[config.mk]
export PLATFORM = sky130hd
export DESIGN_NAME = isf_status_flags
export DESIGN_NICKNAME = d
export VERILOG_FILES = /design/src/shared/isf_pkg.sv /design/src/verilog/isf_status_flags.sv
export SDC_FILE = /design/constraint.sdc
export NUM_CORES = 1
export LEC_CHECK = 0
export BUFFER_PORTS_ARGS = -buffer_cell sky130_fd_sc_hd__buf_4
export CAP_MARGIN = 0
export CORE_MARGIN = 3
export CORE_UTILIZATION = 53
export DETAILED_ROUTE_END_ITERATION = 10
export GPL_ROUTABILITY_DRIVEN = 1
export PLACE_DENSITY = 0.78
export SLEW_MARGIN = 20
export SYNTH_ARGS = -nofsm -noshare
export SYNTH_HDL_FRONTEND = slang
export SYNTH_SLANG_ARGS = --single-unit
[constraint.sdc]
create_clock -name clk_sys -period 4 [get_ports clk_sys]
set_clock_uncertainty 0.1 [all_clocks]
set_input_delay 0.4 -clock clk_sys [delete_from_list [all_inputs] [get_ports clk_sys]]
set_output_delay 0.4 -clock clk_sys [all_outputs]
set_load 0.005 [all_outputs]
[src/shared/isf_pkg.sv]
// Constants and types shared by the status-flag block.
package isf_pkg;
   localparam logic [7:0] OFS_CTRL   = 8'h00;
   localparam logic [7:0] OFS_STATUS = 8'h04;
   localparam logic [7:0] OFS_RXDATA = 8'h08;
   localparam logic [7:0] OFS_TXDATA = 8'h0c;
   localparam logic [7:0] OFS_EVSTAT = 8'h10;
   localparam logic [7:0] OFS_EVCLR  = 8'h14;
   localparam logic [7:0] OFS_EVEN   = 8'h18;
   localparam int CTRL_RUN     = 0;
   localparam int CTRL_START   = 1;
   localparam int CTRL_FREE    = 2;
   localparam int CTRL_OWN_LSB = 8;
   localparam int ST_BUSY      = 12;
   localparam int ST_OVR       = 11;
   localparam int ST_UND_N     = 10;
   localparam int ST_AAS       = 9;
   localparam int EV_START     = 0;
   localparam int EV_STOP      = 1;
   localparam int EV_OVR       = 2;
   localparam int EV_UND       = 3;
   localparam int EV_AAS       = 4;
   localparam int EV_W         = 5;
   localparam logic [3:0] LAST_DATA_BIT = 4'h7;
   localparam logic [3:0] ACK_BIT       = 4'h8;
   localparam logic [6:0] OWN_ADDR_RST  = 7'h00;
   localparam logic [6:0] GEN_CALL_ADDR = 7'h00;
   typedef struct packed {
      logic busOcc;
      logic rxOvr;
      logic txUndN;
      logic slvAddr;
   } isf_flags_type;
   localparam isf_flags_type FLAGS_RST = '{busOcc: 1'b0, rxOvr: 1'b0, txUndN: 1'b1,
                                           slvAddr: 1'b0};
endpackage

[src/verilog/isf_status_flags.sv]
// Status flags of a two-wire bus controller with APB register access.
// Summary of operation
// RULE1: The bus occupied flag is set when a START is seen on the bus, including one we drive.
// RULE2: The bus occupied flag is also set while clock is low and the module is held in reset.
// RULE3: A start request while the bus is occupied produces a repeated START request.
// RULE4: Overrun is flagged when a new byte completes while the holding register is unread.
// RULE5: During overrun the holding register keeps its byte and new bits overwrite the shifter.
// RULE6: Overrun clears on a holding register read, on module reset, or on processor reset.
// RULE7: Underflow is flagged when the shifter wants data and the holding register is stale.
// RULE8: After underflow the next transfer waits for a write and the old byte may be resent.
// RULE9: The active-low underflow flag goes to one on a write, module reset or processor reset.
// RULE10: Addressed-as-slave sets on a match with the own address or on a general call.
// RULE11: In free data format addressed-as-slave sets once the first word is received.
// RULE12: Addressed-as-slave clears on a repeated START or a STOP.
// RULE13: The bus occupied flag clears on STOP, on a write of one, on processor reset, or on module reset while clock is high.
// RULE14: All flags are registered, with bus conditions taken from synchronised lines.
`timescale 1ns/100ps
module isf_status_flags
   import isf_pkg::*;
(
   input  wire logic        clk_sys,
   input  wire logic        reset_n,
   input  wire logic        psel,
   input  wire logic        penable,
   input  wire logic        pwrite,
   input  wire logic [31:0] paddr,
   input  wire logic [31:0] pwdata,
   output logic      [31:0] prdata,
   output logic             pready,
   output logic             pslverr,
   input  wire logic        sclIn,
   input  wire logic        sdaIn,
   input  wire logic        txLoadReq,
   output logic      [7:0]  txShiftData,
   output logic             genStart,
   output logic             genRestart,
   output logic             irq
);
   logic          rstMeta_r, rstN;
   logic          sclMeta_r, sclSync_r, sclPrev_r;
   logic          sdaMeta_r, sdaSync_r, sdaPrev_r;
   logic          run_r, freeFmt_r;
   logic [6:0]    ownAddr_r;
   isf_flags_type flags_r;
   logic [3:0]    bitCnt_r;
   logic          firstByte_r, rxFull_r, rxPend_r;
   logic [7:0]    rxShift_r, rxHold_r, txHold_r;
   logic          txFresh_r, txWait_r;
   logic [EV_W-1:0] evStat_r, evEn_r, evSet;
   logic [31:0]   rdData;
   logic          mapped, wrDone, rdDone, wrCtrl, wrStatus, wrTx, rdRx;
   logic          sclRise, startDet, stopDet, byteDone, dataDone, addrHit;
   logic          ovrSet, undSet, aasSet;
   logic [7:0]    rxNext;

   always_ff @(posedge clk_sys or negedge reset_n) begin
      if (!reset_n) begin
         rstMeta_r <= 1'b0;
         rstN      <= 1'b0;
      end else begin
         rstMeta_r <= 1'b1;
         rstN      <= rstMeta_r;
      end
   end

   // Bus lines pass two stages before any edge logic looks at them.
   always_ff @(posedge clk_sys or negedge rstN) begin
      if (!rstN) begin
         {sclMeta_r, sclSync_r, sclPrev_r} <= 3'h7;
         {sdaMeta_r, sdaSync_r, sdaPrev_r} <= 3'h7;
      end else begin
         {sclMeta_r, sclSync_r, sclPrev_r} <= {sclIn, sclMeta_r, sclSync_r}; // [RULE14]
         {sdaMeta_r, sdaSync_r, sdaPrev_r} <= {sdaIn, sdaMeta_r, sdaSync_r}; // [RULE14]
      end
   end

   assign sclRise  = sclSync_r & ~sclPrev_r;
   assign startDet = sclSync_r & sclPrev_r & sdaPrev_r & ~sdaSync_r;
   assign stopDet  = sclSync_r & sclPrev_r & ~sdaPrev_r & sdaSync_r;
   assign rxNext   = {rxShift_r[6:0], sdaSync_r};
   assign byteDone = run_r & flags_r.busOcc & sclRise & (bitCnt_r == LAST_DATA_BIT);
   assign dataDone = byteDone & (~firstByte_r | freeFmt_r);
   assign addrHit  = (rxNext[7:1] == ownAddr_r) || (rxNext[7:1] == GEN_CALL_ADDR);

   // APB decode; a request completes at the edge where pready is high.
   always_comb begin
      mapped = (paddr[31:8] == 24'h000000) && (paddr[1:0] == 2'h0);
      rdData = 32'h00000000;
      unique case (paddr[7:0])
         OFS_CTRL: begin
            rdData[CTRL_RUN]                  = run_r;
            rdData[CTRL_FREE]                 = freeFmt_r;
            rdData[CTRL_OWN_LSB +: 7]         = ownAddr_r;
         end
         OFS_STATUS: begin
            rdData[ST_BUSY]  = flags_r.busOcc;
            rdData[ST_OVR]   = flags_r.rxOvr;
            rdData[ST_UND_N] = flags_r.txUndN;
            rdData[ST_AAS]   = flags_r.slvAddr;
         end
         OFS_RXDATA: rdData[7:0]      = rxHold_r;
         OFS_TXDATA: rdData[7:0]      = txHold_r;
         OFS_EVSTAT: rdData[EV_W-1:0] = evStat_r;
         OFS_EVCLR:  rdData           = 32'h00000000;
         OFS_EVEN:   rdData[EV_W-1:0] = evEn_r;
         default:    mapped           = 1'b0;
      endcase
   end

   assign wrDone   = psel & penable & pready & pwrite & mapped;
   assign rdDone   = psel & penable & pready & ~pwrite & mapped;
   assign wrCtrl   = wrDone & (paddr[7:0] == OFS_CTRL);
   assign wrStatus = wrDone & (paddr[7:0] == OFS_STATUS);
   assign wrTx     = wrDone & (paddr[7:0] == OFS_TXDATA);
   assign rdRx     = rdDone & (paddr[7:0] == OFS_RXDATA);

   always_ff @(posedge clk_sys or negedge rstN) begin
      if (!rstN) begin
         pready  <= 1'b0;
         pslverr <= 1'b0;
         prdata  <= 32'h00000000;
      end else begin
         pready  <= psel & penable & ~pready;
         pslverr <= psel & penable & ~pready & ~mapped;
         prdata  <= (psel & penable & ~pready & ~pwrite) ? rdData : 32'h00000000;
      end
   end

   always_ff @(posedge clk_sys or negedge rstN) begin
      if (!rstN) begin
         run_r      <= 1'b0;
         freeFmt_r  <= 1'b0;
         ownAddr_r  <= OWN_ADDR_RST;
         genStart   <= 1'b0;
         genRestart <= 1'b0;
      end else begin
         genStart   <= wrCtrl & pwdata[CTRL_START] & run_r & ~flags_r.busOcc;
         genRestart <= wrCtrl & pwdata[CTRL_START] & run_r & flags_r.busOcc; // [RULE3]
         if (wrCtrl) begin
            run_r     <= pwdata[CTRL_RUN];
            freeFmt_r <= pwdata[CTRL_FREE];
            ownAddr_r <= pwdata[CTRL_OWN_LSB +: 7];
         end
      end
   end

   always_ff @(posedge clk_sys or negedge rstN) begin
      if (!rstN) begin
         flags_r.busOcc <= FLAGS_RST.busOcc;
      end else if (!run_r && !sclSync_r) begin
         flags_r.busOcc <= 1'b1; // [RULE2]
      end else if (startDet) begin
         flags_r.busOcc <= 1'b1; // [RULE1]
      end else if (stopDet || !run_r || (wrStatus && pwdata[ST_BUSY])) begin
         flags_r.busOcc <= 1'b0; // [RULE13]
      end
   end

   always_ff @(posedge clk_sys or negedge rstN) begin
      if (!rstN) begin
         bitCnt_r    <= 4'h0;
         firstByte_r <= 1'b0;
         rxShift_r   <= 8'h00;
      end else if (startDet || stopDet || !run_r) begin
         bitCnt_r    <= 4'h0;
         firstByte_r <= startDet;
      end else if (sclRise && flags_r.busOcc) begin
         bitCnt_r <= (bitCnt_r == ACK_BIT) ? 4'h0 : bitCnt_r + 4'h1;
         if (bitCnt_r != ACK_BIT) begin
            rxShift_r <= rxNext; // [RULE5]
         end
         if (byteDone) begin
            firstByte_r <= 1'b0;
         end
      end
   end

   assign ovrSet = dataDone & rxFull_r & ~rdRx;

   // A held byte is released into the holding register by the read that frees it.
   always_ff @(posedge clk_sys or negedge rstN) begin
      if (!rstN) begin
         rxFull_r <= 1'b0;
         rxPend_r <= 1'b0;
         rxHold_r <= 8'h00;
      end else if (!run_r) begin
         rxFull_r <= 1'b0;
         rxPend_r <= 1'b0;
      end else if (dataDone) begin
         if (ovrSet) begin
            rxPend_r <= 1'b1; // [RULE5]
         end else begin
            rxHold_r <= rxNext;
            rxFull_r <= 1'b1;
            rxPend_r <= 1'b0;
         end
      end else if (rdRx) begin
         if (rxPend_r) begin
            rxHold_r <= rxShift_r;
            rxPend_r <= 1'b0;
         end else begin
            rxFull_r <= 1'b0;
         end
      end
   end

   always_ff @(posedge clk_sys or negedge rstN) begin
      if (!rstN) begin
         flags_r.rxOvr <= FLAGS_RST.rxOvr;
      end else if (rdRx || !run_r) begin
         flags_r.rxOvr <= 1'b0; // [RULE6]
      end else if (ovrSet) begin
         flags_r.rxOvr <= 1'b1; // [RULE4]
      end
   end

   assign undSet = run_r & txLoadReq & ~txFresh_r & ~wrTx;

   always_ff @(posedge clk_sys or negedge rstN) begin
      if (!rstN) begin
         txHold_r       <= 8'h00;
         txShiftData    <= 8'h00;
         txFresh_r      <= 1'b0;
         txWait_r       <= 1'b0;
         flags_r.txUndN <= FLAGS_RST.txUndN;
      end else if (!run_r) begin
         txFresh_r      <= 1'b0;
         txWait_r       <= 1'b0;
         flags_r.txUndN <= 1'b1; // [RULE9]
         if (wrTx) begin
            txHold_r <= pwdata[7:0];
         end
      end else if (wrTx) begin
         txHold_r       <= pwdata[7:0];
         flags_r.txUndN <= 1'b1; // [RULE9]
         if (txWait_r || txLoadReq) begin
            txShiftData <= pwdata[7:0]; // [RULE8]
            txWait_r    <= 1'b0;
            txFresh_r   <= 1'b0;
         end else begin
            txFresh_r <= 1'b1;
         end
      end else if (txLoadReq) begin
         if (txFresh_r) begin
            txShiftData <= txHold_r;
            txFresh_r   <= 1'b0;
         end else begin
            flags_r.txUndN <= 1'b0; // [RULE7]
            txWait_r       <= 1'b1; // [RULE8]
         end
      end
   end

   assign aasSet = byteDone & firstByte_r & (freeFmt_r | addrHit);

   always_ff @(posedge clk_sys or negedge rstN) begin
      if (!rstN) begin
         flags_r.slvAddr <= FLAGS_RST.slvAddr;
      end else if (startDet || stopDet || !run_r) begin
         flags_r.slvAddr <= 1'b0; // [RULE12]
      end else if (aasSet) begin
         flags_r.slvAddr <= 1'b1; // [RULE10] [RULE11]
      end
   end

   assign evSet = {aasSet, undSet, ovrSet, stopDet, startDet};

   // A new event wins over a clear written in the same cycle.
   always_ff @(posedge clk_sys or negedge rstN) begin
      if (!rstN) begin
         evStat_r <= '0;
         evEn_r   <= '0;
         irq      <= 1'b0;
      end else begin
         evStat_r <= (evStat_r & ~((wrDone && paddr[7:0] == OFS_EVCLR) ?
                     pwdata[EV_W-1:0] : '0)) | evSet;
         if (wrDone && paddr[7:0] == OFS_EVEN) begin
            evEn_r <= pwdata[EV_W-1:0];
         end
         irq <= |(evStat_r & evEn_r);
      end
   end

   busy_start_a: assert property (@(posedge clk_sys) disable iff (!rstN) // [RULE1]
      startDet |=> flags_r.busOcc) else $error("Bus flag not set after START.");
   busy_held_a: assert property (@(posedge clk_sys) disable iff (!rstN) // [RULE2]
      (!run_r && !sclSync_r) |=> flags_r.busOcc) else $error("Bus flag low in reset.");
   restart_req_a: assert property (@(posedge clk_sys) disable iff (!rstN) // [RULE3]
      (wrCtrl && pwdata[CTRL_START] && run_r && flags_r.busOcc) |=> (genRestart && !genStart))
      else $error("Repeated START not requested.");
   overrun_set_a: assert property (@(posedge clk_sys) disable iff (!rstN) // [RULE4]
      ovrSet && run_r |=> flags_r.rxOvr ##0 $stable(rxHold_r))
      else $error("Overrun not flagged.");
   hold_keep_a: assert property (@(posedge clk_sys) disable iff (!rstN) // [RULE5]
      (rxPend_r && !rdRx && run_r) |=> $stable(rxHold_r)) else $error("Held byte replaced.");
   overrun_clr_a: assert property (@(posedge clk_sys) disable iff (!rstN) // [RULE6]
      (rdRx || !run_r) |=> !flags_r.rxOvr) else $error("Overrun not cleared.");
   underflow_set_a: assert property (@(posedge clk_sys) disable iff (!rstN) // [RULE7]
      undSet |=> !flags_r.txUndN ##1 (flags_r.txUndN || txWait_r))
      else $error("Underflow not flagged.");
   tx_stall_a: assert property (@(posedge clk_sys) disable iff (!rstN) // [RULE8]
      (txWait_r && !wrTx) |=> $stable(txShiftData)) else $error("Transfer during underflow.");
   underflow_end_a: assert property (@(posedge clk_sys) disable iff (!rstN) // [RULE9]
      (wrTx || !run_r) |=> flags_r.txUndN) else $error("Underflow flag not restored.");
   slave_hit_a: assert property (@(posedge clk_sys) disable iff (!rstN) // [RULE10]
      (byteDone && firstByte_r && addrHit) |=> flags_r.slvAddr)
      else $error("Address match missed.");
   free_fmt_a: assert property (@(posedge clk_sys) disable iff (!rstN) // [RULE11]
      (byteDone && firstByte_r && freeFmt_r) |=> flags_r.slvAddr)
      else $error("Free format word missed.");
   slave_clr_a: assert property (@(posedge clk_sys) disable iff (!rstN) // [RULE12]
      (startDet || stopDet) |=> !flags_r.slvAddr) else $error("Slave flag not cleared.");
   busy_stop_a: assert property (@(posedge clk_sys) disable iff (!rstN) // [RULE13]
      (stopDet && run_r) |=> !flags_r.busOcc) else $error("Bus flag not cleared on STOP.");
   line_sync_a: assert property (@(posedge clk_sys) disable iff (!rstN) // [RULE14]
      startDet |-> ($past(sdaIn, 2) == 1'b0)) else $error("START from unsynchronised line.");
endmodule // isf_status_flags
==> summary.txt, run 1 <==
Status
  • Status: completed

Clocking
  • Clock slew at reported path FFs: 0.09 ns
  • Sink Count: 92
  • Root buf cell: clkbuf_8
  • H-tree levels: 3
  • Hold buffers post-CTS: 1
  • Setup Fix Bufs, Post-CTS: 0
  • Clk Latency, worst-skew pair: 0.36 ns
  • TritonCTS Buffers: 9
  • CTS tree: done
  • CTS Buffer Depth: 2
  • # resized after CTS: 0

Routing
  • # DRC: 0
  • Initial DRC count: 207
  • Antenna Nets Post-Route: 0
  • Final WL: 10.4 mm
  • Vias: 3,397
  • Via density per instance: 5.74
  • Drt wl/cell: 17.6 um
  • Drt first pass iters: 5

Place
  • Dpl hpwl: 7.88 mm
  • Gpl congestion: 0.834
  • Post-DP Area: 5200 um^2
  • I/O Buffers: 82
  • Placed Cells: 575

Logic synthesis
  • Synth area leaders: dfrtp_1 (47%), mux2_2 (6.7%), dfstp_2 (4.0%)
  • Synth cell types: 61
  • Post-synth EDFFs: 0
  • YS warnings: 0
  • Async S/R FF share, synth: 1.00
  • Cell taking the most area after synthesis: dfrtp_1
  • Post-Syn Instances: 397
  • Synthesized flop and latch total: 92
  • Yosys top cell area share: 0.468
  • Post-Syn Area: 4550 um^2
  • Synth Flop Type: dfrtp_1
  • Part of the Yosys area used for sequential elements: 0.508
  • Syn_area_per_cell: 11.5 um^2

Cells and area
  • Share of cells above drive strength 1: 0.349
  • Nets: 556
  • Multi-input logic area: 2000 um^2
  • Synth-to-layout area growth: 19.8%
  • # fillers: 666
  • Register area: 2310 um^2
  • Diodes inserted: 0
  • Final std cells w/o fill: 592
  • Final Instance Area: 5450 um^2

Timing
  • Fin crit period: 2.59 ns
  • Setup TNS: 0 ns
  • RSZ-0062 raised after global routing: no
  • Fmax: 386 MHz
  • Final Slew Violations: 0
  • Hold Fails Final Rpt: 0
  • Fin Hold WS: 0.0522 ns
  • Headroom to the max-slew limit: 0.355
  • Final worst-path cycle share: 0.648
  • Setup Viol. Count Final: 0
  • Worst slew pin tran: 0.960 ns

Power
  • Lkg Pwr: 2.56 nW
  • Pwr/cell area: 320 nW/um^2
  • Combinational group share of total power: 0.056
  • P_sw: 388 uW
  • Max VDD drop: 0.172 mV
  • Flop pwr share: 0.548
  • Int Pwr: 1.35 mW
  • Clk pwr share: 0.396
  • Switching share of total power: 0.223

Global route
  • GRT overflow: 0
  • Initial antenna violation count: 0
  • Vias in the first global route: 3,389
  • Global-route wire length before repair: 17.1 mm
  • Total GRT Usage: 0.221
  • Largest net degree at the start of global routing: 57

Run
  • Max Cap Violations: 0

Worst setup path
  • Setup crit end kind: flip-flop
  • Kind of critical path: flip-flop to flip-flop
  • Crit start category: flip-flop
  • Worst-path maximum fanout: 13
  • Worst Path Required: 4.20 ns
  • Worst reg-to-reg path cell count: 5
  • Critical path arrival: 2.79 ns

Min path
  • Hold path depth: 1
  • Worst hold path class: input port to flip-flop

Die
  • Core ar.: 8260 um^2
  • Die Ht: 98.6 um
  • Die W: 98.6 um
  • Io pins: 117
  • Die area: 9730 um^2
  • Initial Util: 0.551
  • Row count: 33
layout by cell type (no fill, tap or decap), types with 4 or more instances in the layout:
| master | instances |
|---|---|
| a21oi_1 | 9 |
| a222oi_1 | 9 |
| a22o_1 | 6 |
| a22oi_1 | 11 |
| and4_1 | 5 |
| buf_4 | 87 |
| clkbuf_8 | 10 |
| conb_1 | 18 |
| dfrtp_1 | 84 |
| dfstp_2 | 7 |
| inv_1 | 30 |
| mux2_2 | 27 |
| mux2i_1 | 9 |
| nand2_1 | 29 |
| nand2b_1 | 4 |
| nand3_1 | 6 |
| nand4_1 | 4 |
| nor2_1 | 13 |
| nor4_2 | 5 |
| nor4_4 | 5 |
| o21a_1 | 5 |
| o21ai_0 | 16 |
| o221a_2 | 6 |
| or2_2 | 8 |
| xnor2_1 | 5 |
layer usage:
| metal | global-route usage | vias to the layer above | wire [um] |
|---|---|---|---|
| met3 | 0.0326 | 19 | 452 |
| met4 | 0.0777 | 0 | 207 |
| met1 | 0.289 | 1704 | 4450 |
| met2 | 0.379 | 86 | 5330 |
| met5 | 0 | - | 0 |
| li1 | - | 1588 | - |
flip-flops by register name, indices dropped and copies added, names as in the netlist, 4 cells and up:
signal and cells:
prdata 15, rxHold_r 8, rxShift_r 8, txHold_r 8, txShiftData 8, ownAddr_r 7, evEn_r 5, evStat_r 5
bitCnt_r 4, flags_r 4
cell usage after synthesis, types with 3 or more instances:
cell type and n:
a21oi_1 9, a222oi_1 9, a22o_1 6, a22oi_1 11
a2bb2oi_1 3, a31oi_1 3, and2_1 3, and3_1 3
and4_1 5, buf_2 4, buf_4 18, clkbuf_1 6
dfrtp_1 85, dfstp_2 7, inv_1 30, mux2_2 27
mux2i_1 9, nand2_1 29, nand2b_1 4, nand3_1 6
nand4_1 4, nand4b_1 3, nor2_1 13, nor2b_1 3
nor3_1 4, nor4_1 4, nor4_2 3, nor4_4 5
o21a_1 5, o21ai_0 16, o221a_2 6, o2bb2ai_1 3
or2_2 8, or3_1 3, xnor2_1 5, xor2_1 3
critical path: stages, from the launching register on:
cell,delay [ns]
dfstp_2,0.61
and4b_1,0.32
o2111a_1,0.65
nand2b_1,0.39
o21ai_4,0.23
o221a_2,0.24
power groups by stage:
stage	combinational, mW	clock (mW)	sequential (mW)
after floorplan	0.0401	0	0.974
after global placement	0.0933	0	0.973
after detailed placement	0.0959	0	0.974
after CTS	0.0971	0.702	0.956
after global routing	0.107	0.740	0.959
final	0.0974	0.691	0.955
path summary, 6_finish.rpt:
check                           startpoint          end  slack (ns)
worst max-delay path             sclSync_r  rxHold_r[3]        1.41
worst max register to register   sclSync_r  rxHold_r[3]        1.41
max in group asynchronous             rstN        run_r        2.59
worst min register to register   rstMeta_r         rstN        0.26
min in group asynchronous          reset_n         rstN        0.26
worst min-delay path                 sclIn    sclMeta_r        0.05
layout make-up:
type / instances / area share
clock buffers: 10 / 0.0253
clock inverters: 6 / 0.0161
repair buffers: 88 / 0.122
multi-input cells: 261 / 0.367
flip-flops and latches: 92 / 0.425
inverters: 30 / 0.0207
well taps: 105 / 0.0241
through the flow:
stage / total power, mW / util / setup WS (ns)
6_report: 1.74 / 0.660 / 1.41
3_3_place_gp: 1.07 / 0.630 / 1.40
4_1_cts: 1.76 / 0.658 / 1.43
3_5_place_dp: 1.07 / 0.630 / 1.30
2_1_floorplan: 1.01 / - / 1.16
5_1_grt: 1.80 / 0.660 / 1.28
kinds of logic after synthesis:
group	count (synthesis)	share of synthesized area
fa+ha+maj	2	0.00550
mux	36	0.0867
buf+inv	60	0.0688
compound gates	82	0.138
flops	92	0.508
other cells	2	0.00165
xor+xnor	8	0.0154
simple gates	115	0.176
Power figures use the tool's default switching activity.
==> inputs of run 2 (changes only) <==
- CORE_UTILIZATION: 53 -> 48
- PLACE_DENSITY: 0.78 -> 0.74
- clock period: 4 -> 2.1 ns (I/O delays scaled with it)
==> summary.txt, run 2 (synthesis gave the netlist of run 1 again) <==
Status
  • Status: completed

Clocking
  • Setup Fix Bufs, Post-CTS: 0 (unchanged)
  • Sink Count: 92 (unchanged)
  • Root buf cell: clkbuf_8
  • Clock slew at reported path FFs: 0.11 ns (+0.02 ns)
  • CTS Buffer Depth: 2 (unchanged)
  • TritonCTS Buffers: 9 (unchanged)
  • Clk Latency, worst-skew pair: 0.36 ns (about the same)
  • CTS tree: done
  • H-tree levels: 3 (unchanged)

Cells and area
  • Diodes inserted: 0 (unchanged)
  • Register area: 2310 um^2 (unchanged)
  • Nets: 596 (+7.2%)
  • Largest Register: prdata
  • Final Instance Area: 5820 um^2 (+6.8%)
  • # fillers: 703 (+5.6%)
  • Commonest non-fill, non-tap cell in the layout: buf_4
  • Synth-to-layout area growth: 27.9%
  • Max reg flops: 15 (unchanged)
  • Share of cells above drive strength 1: 0.376 (+0.0266)
  • Most frequent cells in the layout: buf_4 (114), dfrtp_1 (84), inv_1 (30)
  • Multi-input logic area: 2000 um^2 (-0.25%)

Run
  • Max Cap Violations: 0 (unchanged)

Die
  • Die W: 103 um (+4.8%)
  • Core ar.: 8980 um^2 (+8.7%)
  • Initial Util: 0.507 (-0.0441)
  • Io pins: 117 (unchanged)
  • Die Ht: 103 um (+4.8%)
  • Row count: 34 (+3.0%)
  • Die area: 10,700 um^2 (+9.8%)

Worst setup path
  • RR Endpoint: ownAddr_r[0]
  • Worst Path Required: 2.25 ns (-1.95 ns)
  • Crit start category: flip-flop
  • Worst reg-to-reg path cell count: 5 (unchanged)
  • RR Startpoint: pready
  • Worst-path maximum fanout: 11 (-2)
  • Kind of critical path: flip-flop to flip-flop
  • Setup crit end kind: flip-flop
  • R2R Setup Slk: 0.09 ns (-1.32 ns)
  • Critical path arrival: 2.16 ns (-0.63 ns)

Global route
  • Global-route wire length before repair: 17.8 mm (+4.2%)
  • Total GRT Usage: 0.216 (-0.00579)
  • Largest net degree at the start of global routing: 48 (-16%)
  • Vias in the first global route: 3,564 (+5.2%)
  • GRT overflow: 0 (unchanged)
  • Grt met2 use: 0.355 (-0.0237)
  • Met3 usage: 0.0557 (+0.0231)
  • Global route hottest layer: met2
  • Initial antenna violation count: 0 (unchanged)
  • M1 GR Usage: 0.288 (-0.00155)

Place
  • Dpl hpwl: 8.14 mm (+3.2%)
  • Post-DP Area: 5450 um^2 (+4.8%)
  • I/O Buffers: 82 (unchanged)
  • Gpl congestion: 0.814 (-2.4%)
  • Setup Slack @ Placement: -0.0272 ns (-1.33 ns)

Routing
  • # DRC: 0 (unchanged)
  • Antenna Nets Post-Route: 0 (unchanged)
  • Vias: 3,585 (+5.5%)
  • Via density per instance: 5.49 (-4.3%)
  • Drt first pass iters: 6 (+1)
  • Initial DRC count: 183 (-12%)
  • Drt wl/cell: 16.8 um (-4.7%)
  • Final WL: 11.0 mm (+5.1%)

Power
  • Clk pwr share: 0.400 (+0.004)
  • Pwr/cell area: 585 nW/um^2 (+83%)
  • Max VDD drop: 0.319 mV (+85%)
  • Flop pwr share: 0.532 (-0.016)
  • Combinational group share of total power: 0.067 (+0.011)
  • P_sw: 805 uW (+110%)
  • Switching share of total power: 0.237 (+0.0140)
  • Lkg Pwr: 2.76 nW (+8.0%)
  • Int Pwr: 2.60 mW (+92%)
  • Total power: 3.40 mW (+95%)

Min path
  • WHS Endpoint: txHold_r[5]
  • Hold path depth: 3 (+2)
  • Worst hold path class: input port to flip-flop
  • Hold_sp: pwdata[5]

Timing
  • Hold Fails Final Rpt: 0 (unchanged)
  • Fin Hold WS: 0.0179 ns (-0.0343 ns)
  • Fin crit period: 2.01 ns (-0.581 ns)
  • Min setup slack post-route: 0.0905 ns (-1.32 ns)
  • Final Slew Violations: 0 (unchanged)
  • Headroom to the max-slew limit: 0.492 (+0.137)
  • RSZ-0062 raised after global routing: no
  • Setup TNS: 0 ns (unchanged)
  • Setup Viol. Count Final: 0 (unchanged)
  • Worst slew pin tran: 0.758 ns (-0.202 ns)
  • Fmax: 498 MHz (+29%)
  • Final worst-path cycle share: 0.957 (+0.309)
-- run 2: cell types whose count changed in the layout (fill, tap and decap cells not counted), sizes merged --
cell | previous run | this run
buf | 87 | 115
clkbuf | 10 | 9
dlygate4sd3 | 1 | 13
inv | 30 | 33
clkinvlp | 3 | 1
-- run 2: power by group through the flow --
| stage | Sequential, mW | Clock (mW) | Combinational, mW |
|---|---|---|---|
| after floorplan | 1.85 | 0 | 0.0765 |
| after global placement | 1.84 | 0 | 0.204 |
| after detailed placement | 1.85 | 0 | 0.209 |
| after CTS | 1.81 | 1.39 | 0.228 |
| after global routing | 1.81 | 1.45 | 0.251 |
| final | 1.81 | 1.36 | 0.229 |
-- run 2: layout make-up --
cell class	instances	area share
timing repair buffer	128	0.173
clock inverter	7	0.0181
inverter	30	0.0194
clock buffer	9	0.0213
tap	126	0.0271
sequential	92	0.398
multi-input combinational	261	0.343
-- run 2: critical path: stages, from the launching register on --
cell and delay [ns]:
dfrtp_1 0.46, and4_1 0.29, nand4_1 0.19, nor4_2 0.25, buf_4 0.24, mux2_2 0.36
-- run 2: how the worst max path moves through the flow --
| stage | end | depth (start not counted) | from |
|---|---|---|---|
| floorplan | freeFmt_r | 5 | pready |
| global placement | rxHold_r[3] | 6 | paddr[1] |
| detailed placement | rxHold_r[3] | 6 | paddr[1] |
| CTS | rxHold_r[2] | 6 | sclPrev_r |
| global route | ownAddr_r[0] | 5 | pready |
| finish | ownAddr_r[0] | 5 | pready |
-- run 2: per-layer routing --
layer  part of all wire  vias to the layer above  wire length (um)
li1                   -                     1666                 -
met1               0.44                     1795              4880
met2               0.49                      109              5430
met3              0.046                       15               506
met4              0.015                        0               160
met5                  0                        -                 0
-- run 2: what timing repair did --
item | 4_1_cts | 5_1_grt
hold buffers | 13 | 0
resized for setup | 0 | 2
endpoints found under the hold margin | 14 | 0
endpoints found under the setup margin | 0 | 5
-- run 2: through the flow --
| step | std cells | util |
|---|---|---|
| after detailed placement | 624 | 0.607 |
| final | 653 | 0.648 |
| after floorplan | 413 | - |
| after global placement | 624 | 0.607 |
| after global routing | 653 | 0.648 |
| after CTS | 653 | 0.647 |
==> inputs of run 3 (changes only) <==
- CORE_ASPECT_RATIO: not set -> 1.1
==> summary.txt, run 3 (synthesis gave the netlist of run 1 again) <==
Status
  • Status: completed

Power
  • Lkg Pwr: 2.73 nW (-1.3%)
  • Max VDD drop: 0.269 mV (-16%)
  • Pwr/cell area: 567 nW/um^2 (-3.1%)

Timing
  • Min setup slack post-route: 0.130 ns (+0.0392 ns)
  • Setup Viol. Count Final: 0 (unchanged)
  • RSZ-0062 raised after global routing: no
  • Fin crit period: 1.97 ns (-0.0392 ns)
  • Headroom to the max-slew limit: 0.477 (-0.0156)
  • Final Slew Violations: 0 (unchanged)
  • Worst slew pin tran: 0.781 ns (+0.0232 ns)
  • Final worst-path cycle share: 0.938 (-0.0187)
  • Fmax: 508 MHz (+2.0%)
  • Hold Fails Final Rpt: 0 (unchanged)

Global route
  • Total GRT Usage: 0.212 (-0.00337)
  • Initial antenna violation count: 0 (unchanged)
  • GRT overflow: 0 (unchanged)
  • Global-route wire length before repair: 17.8 mm (unchanged)
  • Vias in the first global route: 3,652 (+2.5%)
  • Largest net degree at the start of global routing: 52 (+8.3%)

Routing
  • Antenna Nets Post-Route: 0 (unchanged)
  • # DRC: 0 (unchanged)
  • Final WL: 10.9 mm (-1.1%)
  • Via density per instance: 5.54 (+0.82%)
  • Drt wl/cell: 17.0 um (+1.4%)
  • Initial DRC count: 139 (-24%)
  • Vias: 3,526 (-1.6%)
  • Drt first pass iters: 5 (-1)

Min path
  • Hold_sp: pwdata[0]
  • Worst hold path class: input port to flip-flop
  • WHS Endpoint: run_r
  • Hold path depth: 2 (-1)

Clocking
  • Sink Count: 92 (unchanged)
  • Clk Latency, worst-skew pair: 0.37 ns (about the same)
  • H-tree levels: 3 (unchanged)
  • Root buf cell: clkbuf_8
  • CTS tree: done
  • Clock slew at reported path FFs: 0.10 ns (about the same)
  • TritonCTS Buffers: 9 (unchanged)
  • CTS Buffer Depth: 2 (unchanged)
  • Setup Fix Bufs, Post-CTS: 0 (unchanged)

Place
  • Dpl hpwl: 8.30 mm (+2.0%)
  • Placed Cells: 608 (-2.6%)
  • I/O Buffers: 82 (unchanged)
  • Gpl congestion: 0.872 (+7.2%)
  • Post-DP Area: 5410 um^2 (-0.83%)
  • Setup Slack @ Placement: -0.0473 ns (-0.0202 ns)

Worst setup path
  • Setup crit end kind: flip-flop
  • Critical path arrival: 2.13 ns (-0.03 ns)
  • Worst Path Required: 2.26 ns (about the same)
  • Worst-path maximum fanout: 11 (unchanged)
  • RR Startpoint: pready
  • RR Endpoint: ownAddr_r[3]
  • Crit start category: flip-flop
  • R2R Setup Slk: 0.13 ns (+0.04 ns)
  • Worst reg-to-reg path cell count: 5 (unchanged)
  • Kind of critical path: flip-flop to flip-flop

Die
  • Core ar.: 9050 um^2 (+0.86%)
  • Die area: 10,700 um^2 (about the same)
  • Io pins: 117 (unchanged)
  • Initial Util: 0.502 (-0.00434)
  • Row count: 36 (+5.9%)
  • Die W: 98.8 um (-4.4%)
  • Die Ht: 108 um (+4.6%)

Run
  • Max Cap Violations: 0 (unchanged)

Cells and area
  • Share of cells above drive strength 1: 0.371 (-0.00477)
  • Final std cells w/o fill: 637 (-2.5%)
  • Diodes inserted: 0 (unchanged)
  • Commonest non-fill, non-tap cell in the layout: buf_4
  • Most frequent cells in the layout: buf_4 (110), dfrtp_1 (83), inv_1 (30)
  • Largest Register: prdata
  • Max reg flops: 15 (unchanged)
  • Synth-to-layout area growth: 26.2%
  • Final Instance Area: 5740 um^2 (-1.3%)
  • Nets: 592 (-0.67%)
## run 3: critical path: stages (launching register included)
cell and delay, ns:
dfrtp_2 0.43, and4_1 0.28, nand4_1 0.19, nor4_2 0.26, buf_4 0.26, mux2_2 0.35
## run 3: worst max-delay path by stage
stage / startpoint / endpoint / slack [ns] / cells after the start
after floorplan: pready / freeFmt_r / 0.17 / 5
after global placement: paddr[15] / ownAddr_r[1] / -0.02 / 7
after detailed placement: paddr[15] / ownAddr_r[3] / -0.05 / 7
after CTS: bitCnt_r[0] / rxHold_r[1] / 0.02 / 6
after global routing: pready / txShiftData[4] / 0.03 / 5
final: pready / ownAddr_r[3] / 0.13 / 5
## run 3: where the power goes
group | internal [mW] | switching [mW] | total, mW
logic | 0.119 | 0.106 | 0.224
registers | 1.79 | 0.0240 | 1.81
clock network | 0.563 | 0.655 | 1.22
total | 2.47 | 0.785 | 3.25
## run 3: layer usage
| metal | share of wire | vias up | global-route usage |
|---|---|---|---|
| met5 | 0 | - | 0 |
| met4 | 0.027 | 0 | 0.101 |
| met3 | 0.047 | 27 | 0.0329 |
| met2 | 0.51 | 108 | 0.358 |
| met1 | 0.41 | 1733 | 0.267 |
| li1 | - | 1658 | - |
## run 3: layout make-up
type	instances	area, um^2
inverter	30	113
clock buffer	10	128
fill	714	3310
clock inverter	6	72.6
tap	114	143
timing repair buffer	124	976
sequential	92	2320
multi-input combinational	261	1990
## run 3: what timing repair did
action	CTS	global route
endpoints found under the hold margin	14	0
endpoints found under the setup margin	0	20
resized for setup	0	3
hold buffers	13	0
## run 3: per-stage QoR
| step | total power, mW | setup TNS, ns | hold slack (ns) | utilization |
|---|---|---|---|---|
| after floorplan | 1.93 | 0 | -0.186 | - |
| after global placement | 2.05 | -0.190 | -0.108 | 0.597 |
| after detailed placement | 2.05 | -0.451 | -0.107 | 0.597 |
| after CTS | 3.28 | 0 | 0.000870 | 0.634 |
| after global routing | 3.38 | 0 | 0.00170 | 0.634 |
| final | 3.25 | 0 | 0.00708 | 0.634 |
